--- src/rtl/ladder_pkg.sv ---
// Purpose: shared constants and types for the ladder operand/execution control
// Assumes: one clock domain, synchronous active-high reset
// Notes:   run-state codes follow a gray path stop->prime->first->active
`default_nettype none
package ladder_pkg;
    // data path widths
    localparam int          WORD_W      = 32;
    localparam int          HALF_W      = 16;
    localparam int          NIB_W       = 4;
    localparam int          CODE_W      = 16;
    // nibble-count limits per instruction width
    localparam logic [3:0]  NIB_MAX_16  = 4'h4;
    localparam logic [3:0]  NIB_MAX_32  = 4'h8;
    localparam logic [3:0]  NIB_MIN     = 4'h1;
    // values after reset
    localparam logic [15:0] CODE_RESET  = 16'h0000;
    // code stored for an illegal nibble count (arbitrary value)
    localparam logic [15:0] CODE_WIDTH  = 16'h00C1;

    // run/stop sequencing
    typedef enum logic [2:0] {
        RUN_STOP   = 3'h0,
        RUN_PRIME  = 3'h1,
        RUN_FIRST  = 3'h3,
        RUN_ACTIVE = 3'h2,
        RUN_HALT   = 3'h6
    } run_e;

    // execution condition of one instruction
    typedef enum logic [2:0] {
        EXEC_ALWAYS = 3'h0,
        EXEC_ON     = 3'h1,
        EXEC_OFF    = 3'h2,
        EXEC_RISE   = 3'h3,
        EXEC_FALL   = 3'h4
    } exec_e;
endpackage
`default_nettype wire

--- src/rtl/ladder_step_if.sv ---
// Purpose: carries one instruction step between control and its helper units
// Assumes: purely combinational paths inside one clock domain
// Notes:   opnd and cond face the helpers, ctl faces the control
`default_nettype none
interface ladder_step_if;
    logic [31:0]           srcRaw;     // raw source bits
    logic [31:0]           dstOld;     // destination contents before the write
    logic [31:0]           result;     // value computed by the engine
    logic [3:0]            srcNib;     // source nibble count
    logic [3:0]            dstNib;     // destination nibble count
    logic                  srcDigit;   // source is digit-specified
    logic                  dstDigit;   // destination is digit-specified
    logic                  dbl;        // 32-bit variant
    logic                  seqClass;   // single-bit sequence instruction
    logic [31:0]           srcVal;     // extended source value
    logic [31:0]           dstVal;     // extended destination operand
    logic [31:0]           dstMask;    // points that may be written
    logic [31:0]           dstMerged;  // destination after the write
    logic                  widthBad;   // nibble count out of range
    ladder_pkg::exec_e     kind;       // effective execution condition
    logic                  prior;      // prior condition this scan
    logic                  prev;       // prior condition last scan
    logic                  fire;       // instruction executes
    logic                  offAction;  // always-type off processing

    modport opnd (input srcRaw, dstOld, result, srcNib, dstNib, srcDigit, dstDigit, dbl, seqClass,
                  output srcVal, dstVal, dstMask, dstMerged, widthBad);
    modport cond (input kind, prior, prev, output fire, offAction);
    modport ctl  (output srcRaw, dstOld, result, srcNib, dstNib, srcDigit, dstDigit, dbl, seqClass,
                  kind, prior, prev,
                  input srcVal, dstVal, dstMask, dstMerged, widthBad, fire, offAction);
endinterface
`default_nettype wire

--- src/rtl/operand_unit.sv ---
// Purpose: operand width, extension and destination masking
// Assumes: nibble counts arrive with the instruction
// Notes:   purely combinational; the control registers the results
`default_nettype none
module operand_unit (
    // step carrier
    ladder_step_if.opnd port
);
    // points covered by a nibble count
    function automatic logic [31:0] nibMask(input logic [3:0] nib);
        logic [31:0] m;
        m = 32'h00000000;
        for (int i = 0; i < 8; i++) begin
            if (4'(i) < nib) begin
                m[i*4 +: 4] = 4'hF;
            end
        end
        return m;
    endfunction

    // short groups zero-extend, a full group is signed
    function automatic logic [31:0] extend(input logic [31:0] raw, input logic [3:0] nib, input logic dbl);
        logic [31:0] v;
        v = raw & nibMask(nib);
        if (!dbl && nib == ladder_pkg::NIB_MAX_16) begin
            v = {{16{v[15]}}, v[15:0]};
        end
        return v;
    endfunction

    // word operands: 16-bit signed, 32-bit as is
    function automatic logic [31:0] wordVal(input logic [31:0] raw, input logic dbl);
        return dbl ? raw : {{16{raw[15]}}, raw[15:0]};
    endfunction

    // nibble count outside 1..4 or 1..8
    function automatic logic badNib(input logic [3:0] nib, input logic dbl);
        return nib < ladder_pkg::NIB_MIN || nib > (dbl ? ladder_pkg::NIB_MAX_32 : ladder_pkg::NIB_MAX_16);
    endfunction

    // operand shaping
    always_comb begin
        if (port.seqClass) begin
            // one point only, groups are never taken
            port.srcVal   = {31'h00000000, port.srcRaw[0]};
            port.dstVal   = {31'h00000000, port.dstOld[0]};
            port.dstMask  = 32'h00000001;
            port.widthBad = 1'b0;
        end else begin
            port.srcVal   = port.srcDigit ? extend(port.srcRaw, port.srcNib, port.dbl)
                                          : wordVal(port.srcRaw, port.dbl);
            // destination is itself an operand
            port.dstVal   = port.dstDigit ? extend(port.dstOld, port.dstNib, port.dbl)
                                          : wordVal(port.dstOld, port.dbl);
            port.dstMask  = port.dstDigit ? nibMask(port.dstNib)
                                          : (port.dbl ? 32'hFFFFFFFF : 32'h0000FFFF);
            port.widthBad = (port.srcDigit && badNib(port.srcNib, port.dbl))
                         || (port.dstDigit && badNib(port.dstNib, port.dbl));
        end
        // points beyond the count keep their old value
        port.dstMerged = (port.dstOld & ~port.dstMask) | (port.result & port.dstMask);
    end
endmodule // operand_unit
`default_nettype wire

--- src/rtl/cond_decoder.sv ---
// Purpose: execution-condition decode for one instruction step
// Assumes: prev holds the prior condition from the previous scan
// Notes:   combinational; the edge record lives in the control
`default_nettype none
module cond_decoder (
    // step carrier
    ladder_step_if.cond port
);
    // decode by condition kind
    always_comb begin
        port.offAction = 1'b0;
        unique case (port.kind)
            ladder_pkg::EXEC_ALWAYS: begin
                port.fire      = 1'b1;
                port.offAction = !port.prior;
            end
            ladder_pkg::EXEC_ON: begin
                port.fire = port.prior;
            end
            ladder_pkg::EXEC_OFF: begin
                port.fire = !port.prior;
            end
            ladder_pkg::EXEC_RISE: begin
                port.fire = port.prior && !port.prev;
            end
            ladder_pkg::EXEC_FALL: begin
                port.fire = !port.prior && port.prev;
            end
            // unused codes never execute
            default: begin
                port.fire = 1'b0;
            end
        endcase
    end
endmodule // cond_decoder
`default_nettype wire

--- src/rtl/ladder_operand_exec_control.sv ---
// Purpose: run/stop output handling, operand shaping, error latch and
//          execution-condition control of the ladder engine
// Assumes: engine presents one instruction per cycle while scanEnable is high
// Notes:   every output comes from a flop, so step results lag one cycle
`default_nettype none
module ladder_operand_exec_control #(
    parameter int Y_W    = 16,  // output relay points
    parameter int SLOTS  = 64,  // edge-qualified instruction slots
    parameter int ADDR_W = 16   // word device address width
) (
    // clock and reset
    input  wire logic              sys_clk,
    input  wire logic              sys_rst,
    // run control and options
    input  wire logic              runRequest,
    input  wire logic              restoreOutputs,
    input  wire logic              haltOnError,
    // instruction step
    input  wire logic              instValid,
    input  wire logic              instSeqClass,
    input  wire logic              instDouble,
    input  wire logic              instPulse,
    input  wire logic [2:0]        instKind,
    input  wire logic [$clog2(SLOTS)-1:0] instSlot,
    input  wire logic              priorCond,
    // operands
    input  wire logic [31:0]       srcRaw,
    input  wire logic [3:0]        srcNib,
    input  wire logic              srcDigit,
    input  wire logic [31:0]       dstOld,
    input  wire logic [3:0]        dstNib,
    input  wire logic              dstDigit,
    input  wire logic [31:0]       result,
    input  wire logic [ADDR_W-1:0] dstWordAddr,
    // error report and scan end
    input  wire logic              opError,
    input  wire logic [15:0]       opErrorCode,
    input  wire logic              errClear,
    input  wire logic              scanEnd,
    input  wire logic [Y_W-1:0]    yImage,
    // run status and outputs
    output logic                   scanEnable,
    output logic                   halted,
    output logic [Y_W-1:0]         yOut,
    output logic                   errFlag,
    output logic [15:0]            errCode,
    // step results
    output logic                   stepValid,
    output logic                   stepFire,
    output logic                   stepOffAction,
    output logic                   stepCommit,
    output logic [31:0]            srcValue,
    output logic [31:0]            dstValue,
    output logic [31:0]            dstMask,
    output logic [31:0]            dstData,
    // word store
    output logic [15:0]            wordLo,
    output logic [15:0]            wordHi,
    output logic                   wordHiEnable,
    output logic [ADDR_W-1:0]      wordAddr,
    output logic [ADDR_W-1:0]      wordAddrNext
);
    localparam int SLOT_W = $clog2(SLOTS);

    // refuse sizes the logic cannot serve
    if (Y_W < 1 || SLOTS < 2 || ADDR_W < 2) begin : g_bad_param
        $error("ladder_operand_exec_control: Y_W>=1, SLOTS>=2, ADDR_W>=2 required");
    end

    // whole state of the block
    typedef struct packed {
        ladder_pkg::run_e  run;
        logic              runMeta;    // first synchroniser flop
        logic              runSync;    // synchronised run request
        logic [Y_W-1:0]    yOut;
        logic [Y_W-1:0]    saved;      // image kept over stop
        logic [SLOTS-1:0]  edgeRec;    // last prior condition per slot
        logic              errFlag;
        logic [15:0]       errCode;
        logic              scanEnable;
        logic              stepValid;
        logic              stepFire;
        logic              stepOff;
        logic              stepCommit;
        logic [31:0]       srcValue;
        logic [31:0]       dstValue;
        logic [31:0]       dstMask;
        logic [31:0]       dstData;
        logic              wordHiEn;
        logic [ADDR_W-1:0] wordAddr;
        logic [ADDR_W-1:0] wordAddrNext;
        logic              halted;     // error stop, held in a flop for the port
    } state_s;

    state_s s;       // registered state
    state_s next_s;  // value for the next edge
    logic   stepErr; // executing step faulted
    logic   running; // scan is allowed this cycle

    ladder_step_if stp ();

    // helper units
    operand_unit uOpnd (
        .port (stp)
    );
    cond_decoder uCond (
        .port (stp)
    );

    // feed the helpers
    assign stp.srcRaw   = srcRaw;
    assign stp.dstOld   = dstOld;
    assign stp.result   = result;
    assign stp.srcNib   = srcNib;
    assign stp.dstNib   = dstNib;
    assign stp.srcDigit = srcDigit;
    assign stp.dstDigit = dstDigit;
    assign stp.dbl      = instDouble;
    assign stp.seqClass = instSeqClass;
    assign stp.kind     = instPulse ? ladder_pkg::EXEC_RISE : ladder_pkg::exec_e'(instKind);
    assign stp.prior    = priorCond;
    assign stp.prev     = s.edgeRec[instSlot];

    // a width fault counts as an operation error; area overrun does not
    assign running = s.scanEnable && (s.run == ladder_pkg::RUN_ACTIVE || s.run == ladder_pkg::RUN_FIRST);
    assign stepErr = running && instValid && stp.fire && (opError || stp.widthBad);

    // next-state logic
    always_comb begin
        next_s            = s;
        next_s.runMeta    = runRequest;
        next_s.runSync    = s.runMeta;
        next_s.stepValid  = 1'b0;
        next_s.stepFire   = 1'b0;
        next_s.stepOff    = 1'b0;
        next_s.stepCommit = 1'b0;
        next_s.wordHiEn   = 1'b0;

        // run/stop sequencing
        unique case (s.run)
            ladder_pkg::RUN_STOP: begin
                next_s.yOut       = '0;
                next_s.scanEnable = 1'b0;
                if (s.runSync) begin
                    // restore shows the old image before any scan
                    next_s.yOut = restoreOutputs ? s.saved : '0;
                    next_s.run  = ladder_pkg::RUN_PRIME;
                end
            end
            ladder_pkg::RUN_PRIME: begin
                if (!s.runSync) begin
                    next_s.yOut = '0;
                    next_s.run  = ladder_pkg::RUN_STOP;
                end else begin
                    next_s.scanEnable = 1'b1;
                    next_s.run = restoreOutputs ? ladder_pkg::RUN_ACTIVE : ladder_pkg::RUN_FIRST;
                end
            end
            ladder_pkg::RUN_FIRST: begin
                // outputs stay cleared until the first scan ends
                if (!s.runSync) begin
                    next_s.scanEnable = 1'b0;
                    next_s.run        = ladder_pkg::RUN_STOP;
                end else if (scanEnd) begin
                    next_s.yOut = yImage;
                    next_s.run  = ladder_pkg::RUN_ACTIVE;
                end
            end
            ladder_pkg::RUN_ACTIVE: begin
                if (!s.runSync) begin
                    next_s.saved      = s.yOut;
                    next_s.yOut       = '0;
                    next_s.scanEnable = 1'b0;
                    next_s.run        = ladder_pkg::RUN_STOP;
                end else if (scanEnd) begin
                    next_s.yOut = yImage;
                end
            end
            ladder_pkg::RUN_HALT: begin
                // error stop: only a stop request leaves it
                next_s.yOut       = '0;
                next_s.scanEnable = 1'b0;
                if (!s.runSync) begin
                    next_s.run = ladder_pkg::RUN_STOP;
                end
            end
            default: begin
                next_s.yOut       = '0;
                next_s.scanEnable = 1'b0;
                next_s.run        = ladder_pkg::RUN_STOP;
            end
        endcase

        // one instruction step
        if (running && instValid) begin
            next_s.edgeRec[instSlot] = priorCond;
            next_s.stepValid = 1'b1;
            next_s.stepFire  = stp.fire;
            next_s.stepOff   = stp.offAction;
            // a faulting step is skipped; unless haltOnError stops the scan, the next one proceeds
            next_s.stepCommit = stp.fire && !stepErr;
            next_s.srcValue   = stp.srcVal;
            next_s.dstValue   = stp.dstVal;
            next_s.dstMask    = stp.dstMask;
            next_s.dstData    = stp.dstMerged;
            // upper word goes to the following device, wrap is silent
            next_s.wordHiEn     = instDouble && stp.fire && !stepErr;
            next_s.wordAddr     = dstWordAddr;
            next_s.wordAddrNext = dstWordAddr + ADDR_W'(1);
        end

        // error flag: program clear, but a new error wins
        if (errClear) begin
            next_s.errFlag = 1'b0;
            next_s.errCode = ladder_pkg::CODE_RESET;
        end
        if (stepErr) begin
            next_s.errFlag = 1'b1;
            if (!s.errFlag || errClear) begin
                next_s.errCode = stp.widthBad ? ladder_pkg::CODE_WIDTH : opErrorCode;
            end
            // halt option stops at once with outputs off
            if (haltOnError && s.runSync) begin
                if (s.run == ladder_pkg::RUN_ACTIVE) begin
                    next_s.saved = s.yOut;
                end
                next_s.yOut       = '0;
                next_s.scanEnable = 1'b0;
                next_s.run        = ladder_pkg::RUN_HALT;
            end
        end
        // port copy of the error stop, so halted comes from a flop
        next_s.halted = (next_s.run == ladder_pkg::RUN_HALT);
    end

    // state register
    always_ff @(posedge sys_clk) begin
        if (sys_rst) begin
            s <= '0;
        end else begin
            s <= next_s;
        end
    end

    // outputs straight from flops
    assign scanEnable    = s.scanEnable;
    assign halted        = s.halted;
    assign yOut          = s.yOut;
    assign errFlag       = s.errFlag;
    assign errCode       = s.errCode;
    assign stepValid     = s.stepValid;
    assign stepFire      = s.stepFire;
    assign stepOffAction = s.stepOff;
    assign stepCommit    = s.stepCommit;
    assign srcValue      = s.srcValue;
    assign dstValue      = s.dstValue;
    assign dstMask       = s.dstMask;
    assign dstData       = s.dstData;
    assign wordLo        = s.dstData[15:0];
    assign wordHi        = s.dstData[31:16];
    assign wordHiEnable  = s.wordHiEn;
    assign wordAddr      = s.wordAddr;
    assign wordAddrNext  = s.wordAddrNext;
endmodule // ladder_operand_exec_control
`default_nettype wire

--- config.mk ---
export PLATFORM = sky130hd
export DESIGN_NAME = ladder_operand_exec_control
export DESIGN_NICKNAME = d
export VERILOG_FILES = /design/src/rtl/ladder_pkg.sv /design/src/rtl/ladder_step_if.sv /design/src/rtl/operand_unit.sv /design/src/rtl/cond_decoder.sv /design/src/rtl/ladder_operand_exec_control.sv
export SDC_FILE = /design/constraint.sdc
export NUM_CORES = 1
export LEC_CHECK = 0
export BUFFER_PORTS_ARGS = -buffer_cell sky130_fd_sc_hd__buf_4
export CORE_UTILIZATION = 45
export CTS_CLUSTER_SIZE = 40
export DETAILED_ROUTE_END_ITERATION = 8
export PLACE_DENSITY_LB_ADDON = 0.05
export SKIP_CTS_REPAIR_TIMING = 1
export SLEW_MARGIN = 30
export SYNTH_ARGS = -nofsm -noshare
export SYNTH_HDL_FRONTEND = slang
export SYNTH_SLANG_ARGS = --single-unit
--- constraint.sdc ---
create_clock -name sys_clk -period 6.3 [get_ports sys_clk]
set_input_delay 1.26 -clock sys_clk [delete_from_list [all_inputs] [get_ports sys_clk]]
set_output_delay 1.26 -clock sys_clk [all_outputs]
set_load 0.05 [all_outputs]
==> results of run 1 <==
## cell type report
cell class | count | area (sq um) | share of cell area, %
Antenna cell | 4 | 10.0 | 0.0617
Clock buffer | 51 | 941 | 5.80
Clock inverter | 2 | 10.0 | 0.0617
Inverter | 23 | 86.3 | 0.532
Multi-Input combinational cell | 1060 | 6290 | 38.8
Sequential cell | 262 | 5250 | 32.3
Tap cell | 390 | 488 | 3.01
Timing Repair Buffer | 420 | 3160 | 19.5
## worst max-delay path, delay by kind of cell
family | cells | cell delay, ps
AO/OA/AOI/OAI | 6 | 1690
buffers and inverters | 2 | 690
adder cells (fa/ha/maj) | 1 | 420
AND/OR/NAND/NOR | 2 | 410
## path summary, 6_finish.rpt
check                 endpoint
setup reg to reg  srcValue[29]
setup / recovery        s[250]
hold / removal          s[280]
hold reg to reg         s[280]
## cell usage after synthesis, drive strengths merged, types with 8 or more instances
library cell / instances / share of area, %
o22ai: 24 / 1.1
buf: 253 / 13
mux2i: 44 / 3.2
o211ai: 12 / 0.65
nand3: 80 / 2.9
a211oi: 43 / 2.4
a221oi: 16 / 1.1
a22oi: 10 / 0.55
a21oi: 159 / 5.8
a311oi: 8 / 0.51
clkbuf: 93 / 2.5
nand2: 187 / 5.1
nor3: 25 / 0.99
o31ai: 8 / 0.44
nor4b: 17 / 1.1
o21ai: 99 / 3.7
dfxtp: 262 / 38
nor3b: 21 / 1.3
nor2b: 11 / 0.50
inv: 22 / 0.60
a22o: 28 / 1.8
a222oi: 16 / 1.2
nor2: 128 / 3.5
a31oi: 22 / 1.1
o311ai: 18 / 1.1
xor2: 9 / 0.57
## cell families (layout without fill, tap and decap cells)
family | Yosys count | in the layout | synth area share (%)
xor+xnor | 12 | 12 | 0.764
simple gates | 505 | 505 | 17.2
fa+ha+maj | 5 | 5 | 0.455
mux | 50 | 50 | 3.69
compound gates | 488 | 488 | 23.2
buf+inv | 369 | 496 | 16.5
other cells | 0 | 4 | 0
flops | 262 | 262 | 38.1
## metal layers
layer / up-vias / share of wire [%] / track usage (%)
met5: - / 0 / 0
met4: 0 / 5.1 / 13.5
met3: 108 / 7.2 / 6.14
met2: 483 / 47 / 45.5
met1: 5966 / 40 / 34.1
li1: 6047 / - / -
## registers in the layout, indices dropped and copies added (netlist names)
name	count
dstValue	32
scanEnable	1
dstMask	9
srcValue	32
stepFire	1
stepValid	1
wordAddr	16
yOut	16
wordHiEnable	1
stepOffAction	1
next_s	1
halted	1
errCode	16
stepCommit	1
errFlag	1
s	84
dstData	32
wordAddrNext	16
## metrics by stage
step / power [mW] / hold WS, ps
after floorplan: 1.86 / 414
after global placement: 2.01 / 427
after detailed placement: 2.01 / 438
after CTS: 3.70 / 453
after global routing: 3.79 / 459
final: 3.68 / 444
## power groups by stage
stage | clock, mW | sequential [mW] | combinational (mW)
detailed placement | 0 | 1.69 | 0.319
CTS | 1.73 | 1.66 | 0.320
global route | 1.79 | 1.66 | 0.348
floorplan | 0 | 1.69 | 0.166
finish | 1.70 | 1.66 | 0.323
global placement | 0 | 1.69 | 0.316
## cells in the final DEF, fill, tap and decap left out, types with 24 or more instances in the layout
master,count
a21oi_1,157
nand2_1,185
dfxtp_1,262
nor2_1,125
o22ai_1,24
mux2i_1,44
a211oi_1,42
clkbuf_16,31
buf_4,419
nor3_1,24
nand3_1,80
a22o_1,28
o21ai_0,95
==> results.toml, run 1 <==
[outcome]
status = "finished, final reports clean"

[cts]
clk_path_buf_depth = 3
cts_tree = "yes"
htreeDepth = 1
cts.clk_slew.worst_paths_ps = 60
clkLatencyLatePin_ps = 560
cts-root-buf = "clkbuf_16"
clock-sinks = 262
cts_buffers = 30

[yosys]
async_reset_ff_share_pct = 0
synthCells = 1691
synth_nets = 1872
synth-seq-area-share_pct = 38.1
synth_area_sq_mm = 0.0138
synth_edf_count = 0
synth_ff_type = "dfxtp_1"
syn_area_per_cell_sq_um = 8.14
ys_ff_latch = 262
synthDistinctLibCells = 75
synth-warning-count = 0

[timing]
fin_ws_ps = 2280
tightest_slew_ps = 1080
fmax_mhz = 248
hold_viol_final = 0
rsz0062_at_grt = "no"
period_minus_slack_ps = 4020
slew_viol_final = 0
fin_crit_sh_pct = 63.9
setup_viol = 0
totalNegativeSetupSlack_ps = 0
finClkSkew_ps = 19.3
maxSlewHeadroom_pct = 27.5

[placement]
place_area_sq_mm = 0.0153
dpl.cell_count = 2155
port_buffers = 407
dp_hpwl_um = 32200
dp_slack_ps = 1750
gp_routability_congestion = 0.851

[critical_path]
required_ps = 6750
cp.arrival_ps = 4470
worstSetupPathType = "in -> reg"
reg2reg_slack_ps = 2940
endpoint_kind = "flop"
cp_max_fo = 29
startpoint = "instDouble"
start_kind = "input pin"
reg2reg_depth = 5
slowest_stage = "a21boi_2"
cpPeakStageDelay_ps = 630
path_cells = "buf_4 > clkinv_1 > ha_1 > nor2b_1 > o221ai_1 > a41oi_2 > o21ai_2 > nor4b_2 > a21boi_2 > o21ai_0 > o311ai_0"
r2r-start = "s[283]"

[power]
switching_power_mw = 0.897
seq_power_share_pct = 45.0
p_clk_share_pct = 46.2
power_density_mw_per_mm2 = 227
switching_share_pct = 24.4
p_int_mw = 2.79
ir_drop_mv = 0.220
leakage_nw = 6.33
comb_power_share_pct = 8.8

[route]
route.vias.total = 12604
routed_wl_um = 45400
dr.pass1.iters = 6
postRouteAntennaNets = 0
drc = 0
vias_per_cell = 5.70
wl_per_cell_um = 20.5
initialDrtViolationCount = 970

[grt]
grt_pass1_wl_um = 67500
gr-usage-all-layers_pct = 27.7
antenna_found_initial = 4
grt_overflow_total = 0
grt_pass1_vias = 11677
grt_max_degree = 88

[cells_and_area]
drive_above_1_share_pct = 27.6
syn_to_final_growth_pct = 17.9
final_util_pct = 54.3
fillers = 2857
fin_area_sq_mm = 0.0162
stdcell_count = 2212
nets = 1978

[worst_hold_path]
hold_path.class = "reg -> reg"
whs_path_depth = 1
min-delay-start = "next_s[280]"

[run]
drv_cap = 0

[floorplan]
start_util_pct = 46.1
die_x_um = 177
dieArea_sq_mm = 0.0313
core_area_sq_mm = 0.0299
rows = 63
die_height_um = 177
pin_count = 408
Note: power is estimated with default switching activity, not from simulation.
==> run 2, diff against run 1 <==
==> constraint.sdc (replaced) <==
create_clock -name sys_clk -period 3.4 [get_ports sys_clk]
set_input_delay 0.68 -clock sys_clk [delete_from_list [all_inputs] [get_ports sys_clk]]
set_output_delay 0.68 -clock sys_clk [all_outputs]
set_load 0.05 [all_outputs]
==> results.toml, run 2 (synthesis results as in run 1) <==
[route]
postRouteAntennaNets = 0
initialDrtViolationCount = 1059
vias_per_cell = 5.65
wl_per_cell_um = 20.1
routed_wl_um = 44800
route.vias.total = 12617
drc = 0
dr.pass1.iters = 5

[timing]
rsz0062_at_grt = "no"
fmax_mhz = 360
slew_viol_final = 0
maxSlewHeadroom_pct = 34.9
tightest_slew_ps = 970
fin_crit_sh_pct = 81.7
totalNegativeSetupSlack_ps = 0
finClkSkew_ps = 9.25
period_minus_slack_ps = 2780
setup_viol = 0
hold_viol_final = 0

[power]
switching_power_mw = 1.65
ir_drop_mv = 0.348
seq_power_share_pct = 43.2
switching_share_pct = 23.2
p_int_mw = 5.46
comb_power_share_pct = 8.5
p_clk_share_pct = 48.2
leakage_nw = 6.49
power_density_mw_per_mm2 = 431

[grt]
grt_overflow_total = 0
grt_max_degree = 140
gr-usage-all-layers_pct = 27.7
grt_pass1_vias = 11752
antenna_found_initial = 2
grt_pass1_wl_um = 68200

[cells_and_area]
nets = 2000
syn_to_final_growth_pct = 19.8
mostFrequentLayoutCell = "buf_4"
drive_above_1_share_pct = 28.7
largest_reg_flops = 84
layout_common_cells = "buf_4, dfxtp_1, nand2_1, a21oi_1, nor2_1"
final_util_pct = 55.2
top_register = "s"
stdcell_count = 2232

[worst_hold_path]
hold_path.class = "in -> reg"
whs_endpoint = "stepCommit"
min-delay-start = "opError"
whs_path_depth = 2

[critical_path]
cpPeakStageDelay_ps = 630
required_ps = 3820
start_kind = "input pin"
cp.arrival_ps = 3200
path_cells = "buf_4 > clkinv_1 > ha_1 > nor2b_1 > o221ai_1 > a41oi_2 > o21ai_2 > nor4b_2 > a21boi_2 > o21ai_0 > o311ai_0"
reg2reg_slack_ps = 910
slowest_stage = "a21boi_2"
worstSetupPathType = "in -> reg"
timing.rr.end = "s[218]"
cp_max_fo = 17
crit_buf_inv = 2
crit_family = "compound AO/OA/AOI/OAI gates"
reg2reg_depth = 5
endpoint_kind = "flop"
r2r-start = "s[283]"

[cts]
cts_tree = "yes"
clock-sinks = 262
htreeDepth = 1
cts-root-buf = "clkbuf_16"
clkLatencyLatePin_ps = 550
cts.clk_slew.worst_paths_ps = 60
cts_buffers = 29
clk_path_buf_depth = 3

[floorplan]
core_area_sq_mm = 0.0299
dieArea_sq_mm = 0.0313
pin_count = 408
rows = 63
start_util_pct = 46.1
die_height_um = 177
die_x_um = 177

[outcome]
status = "finished, final reports clean"

[placement]
port_buffers = 407
dp_hpwl_um = 32300
gp_routability_congestion = 0.908
dpl.cell_count = 2178

[run]
drv_cap = 0
## run 2: changes by cell type in the layout (fill, tap and decap cells not counted), moves of 2 or more
cell,before,now
diode_2,4,2
clkbuf_16,31,29
clkinv_2,2,6
bufinv_16,0,6
buf_12,0,2
buf_4,419,440
clkbuf_8,9,6
clkbuf_1,11,4
## run 2: worst reg2reg max path: stages, from the launching register on
cell and delay, ps:
dfxtp_1 550, nand4b_1 590, nor2_1 310, nand3_1 440, o21ai_0 340, a21oi_1 100
## run 2: layout make-up
cell class	count	area, sq um
diodes	2	5.00
clock buffers	39	823
clock inverters	13	218
fillers	2831	13400
inverters	23	86.3
multi-input cells	1060	6270
flip-flops and latches	262	5250
well taps	390	488
repair buffers	443	3350
## run 2: layer usage
metal,vias to the layer above,share of wire (%),GRT usage [%]
met5,-,0,0
met3,82,7.3,5.99
met2,474,48,46.4
met1,5988,40,33.9
met4,0,4.5,12.1
li1,6073,-,-
## run 2: worst max-delay path by stage
stage               start        to  depth (start not counted)  slack (ps)
2_1_floorplan  instDouble  yOut[10]                         12          70
3_3_place_gp   instDouble    s[254]                         11         170
3_5_place_dp   instDouble    s[248]                         11         100
4_1_cts        instDouble    s[248]                         11         650
5_1_grt        instDouble    s[248]                         11         370
6_report       instDouble    s[248]                         11         620
## run 2: stage by stage
step,setup WS [ps],hold slack [ps],power [mW],instance area (sq um)
4_1_cts,646,287,7.17,16500
6_report,622,315,7.11,16500
2_1_floorplan,71.8,414,3.45,13800
3_5_place_dp,98.1,427,3.74,15400
5_1_grt,374,301,7.35,16500
3_3_place_gp,175,439,3.74,15400
## run 2: power groups by stage
stage / combinational, mW / clock [mW] / sequential (mW)
floorplan: 0.308 / 0 / 3.14
CTS: 0.601 / 3.50 / 3.07
global route: 0.655 / 3.62 / 3.07
global placement: 0.596 / 0 / 3.14
detailed placement: 0.599 / 0 / 3.14
finish: 0.606 / 3.43 / 3.07
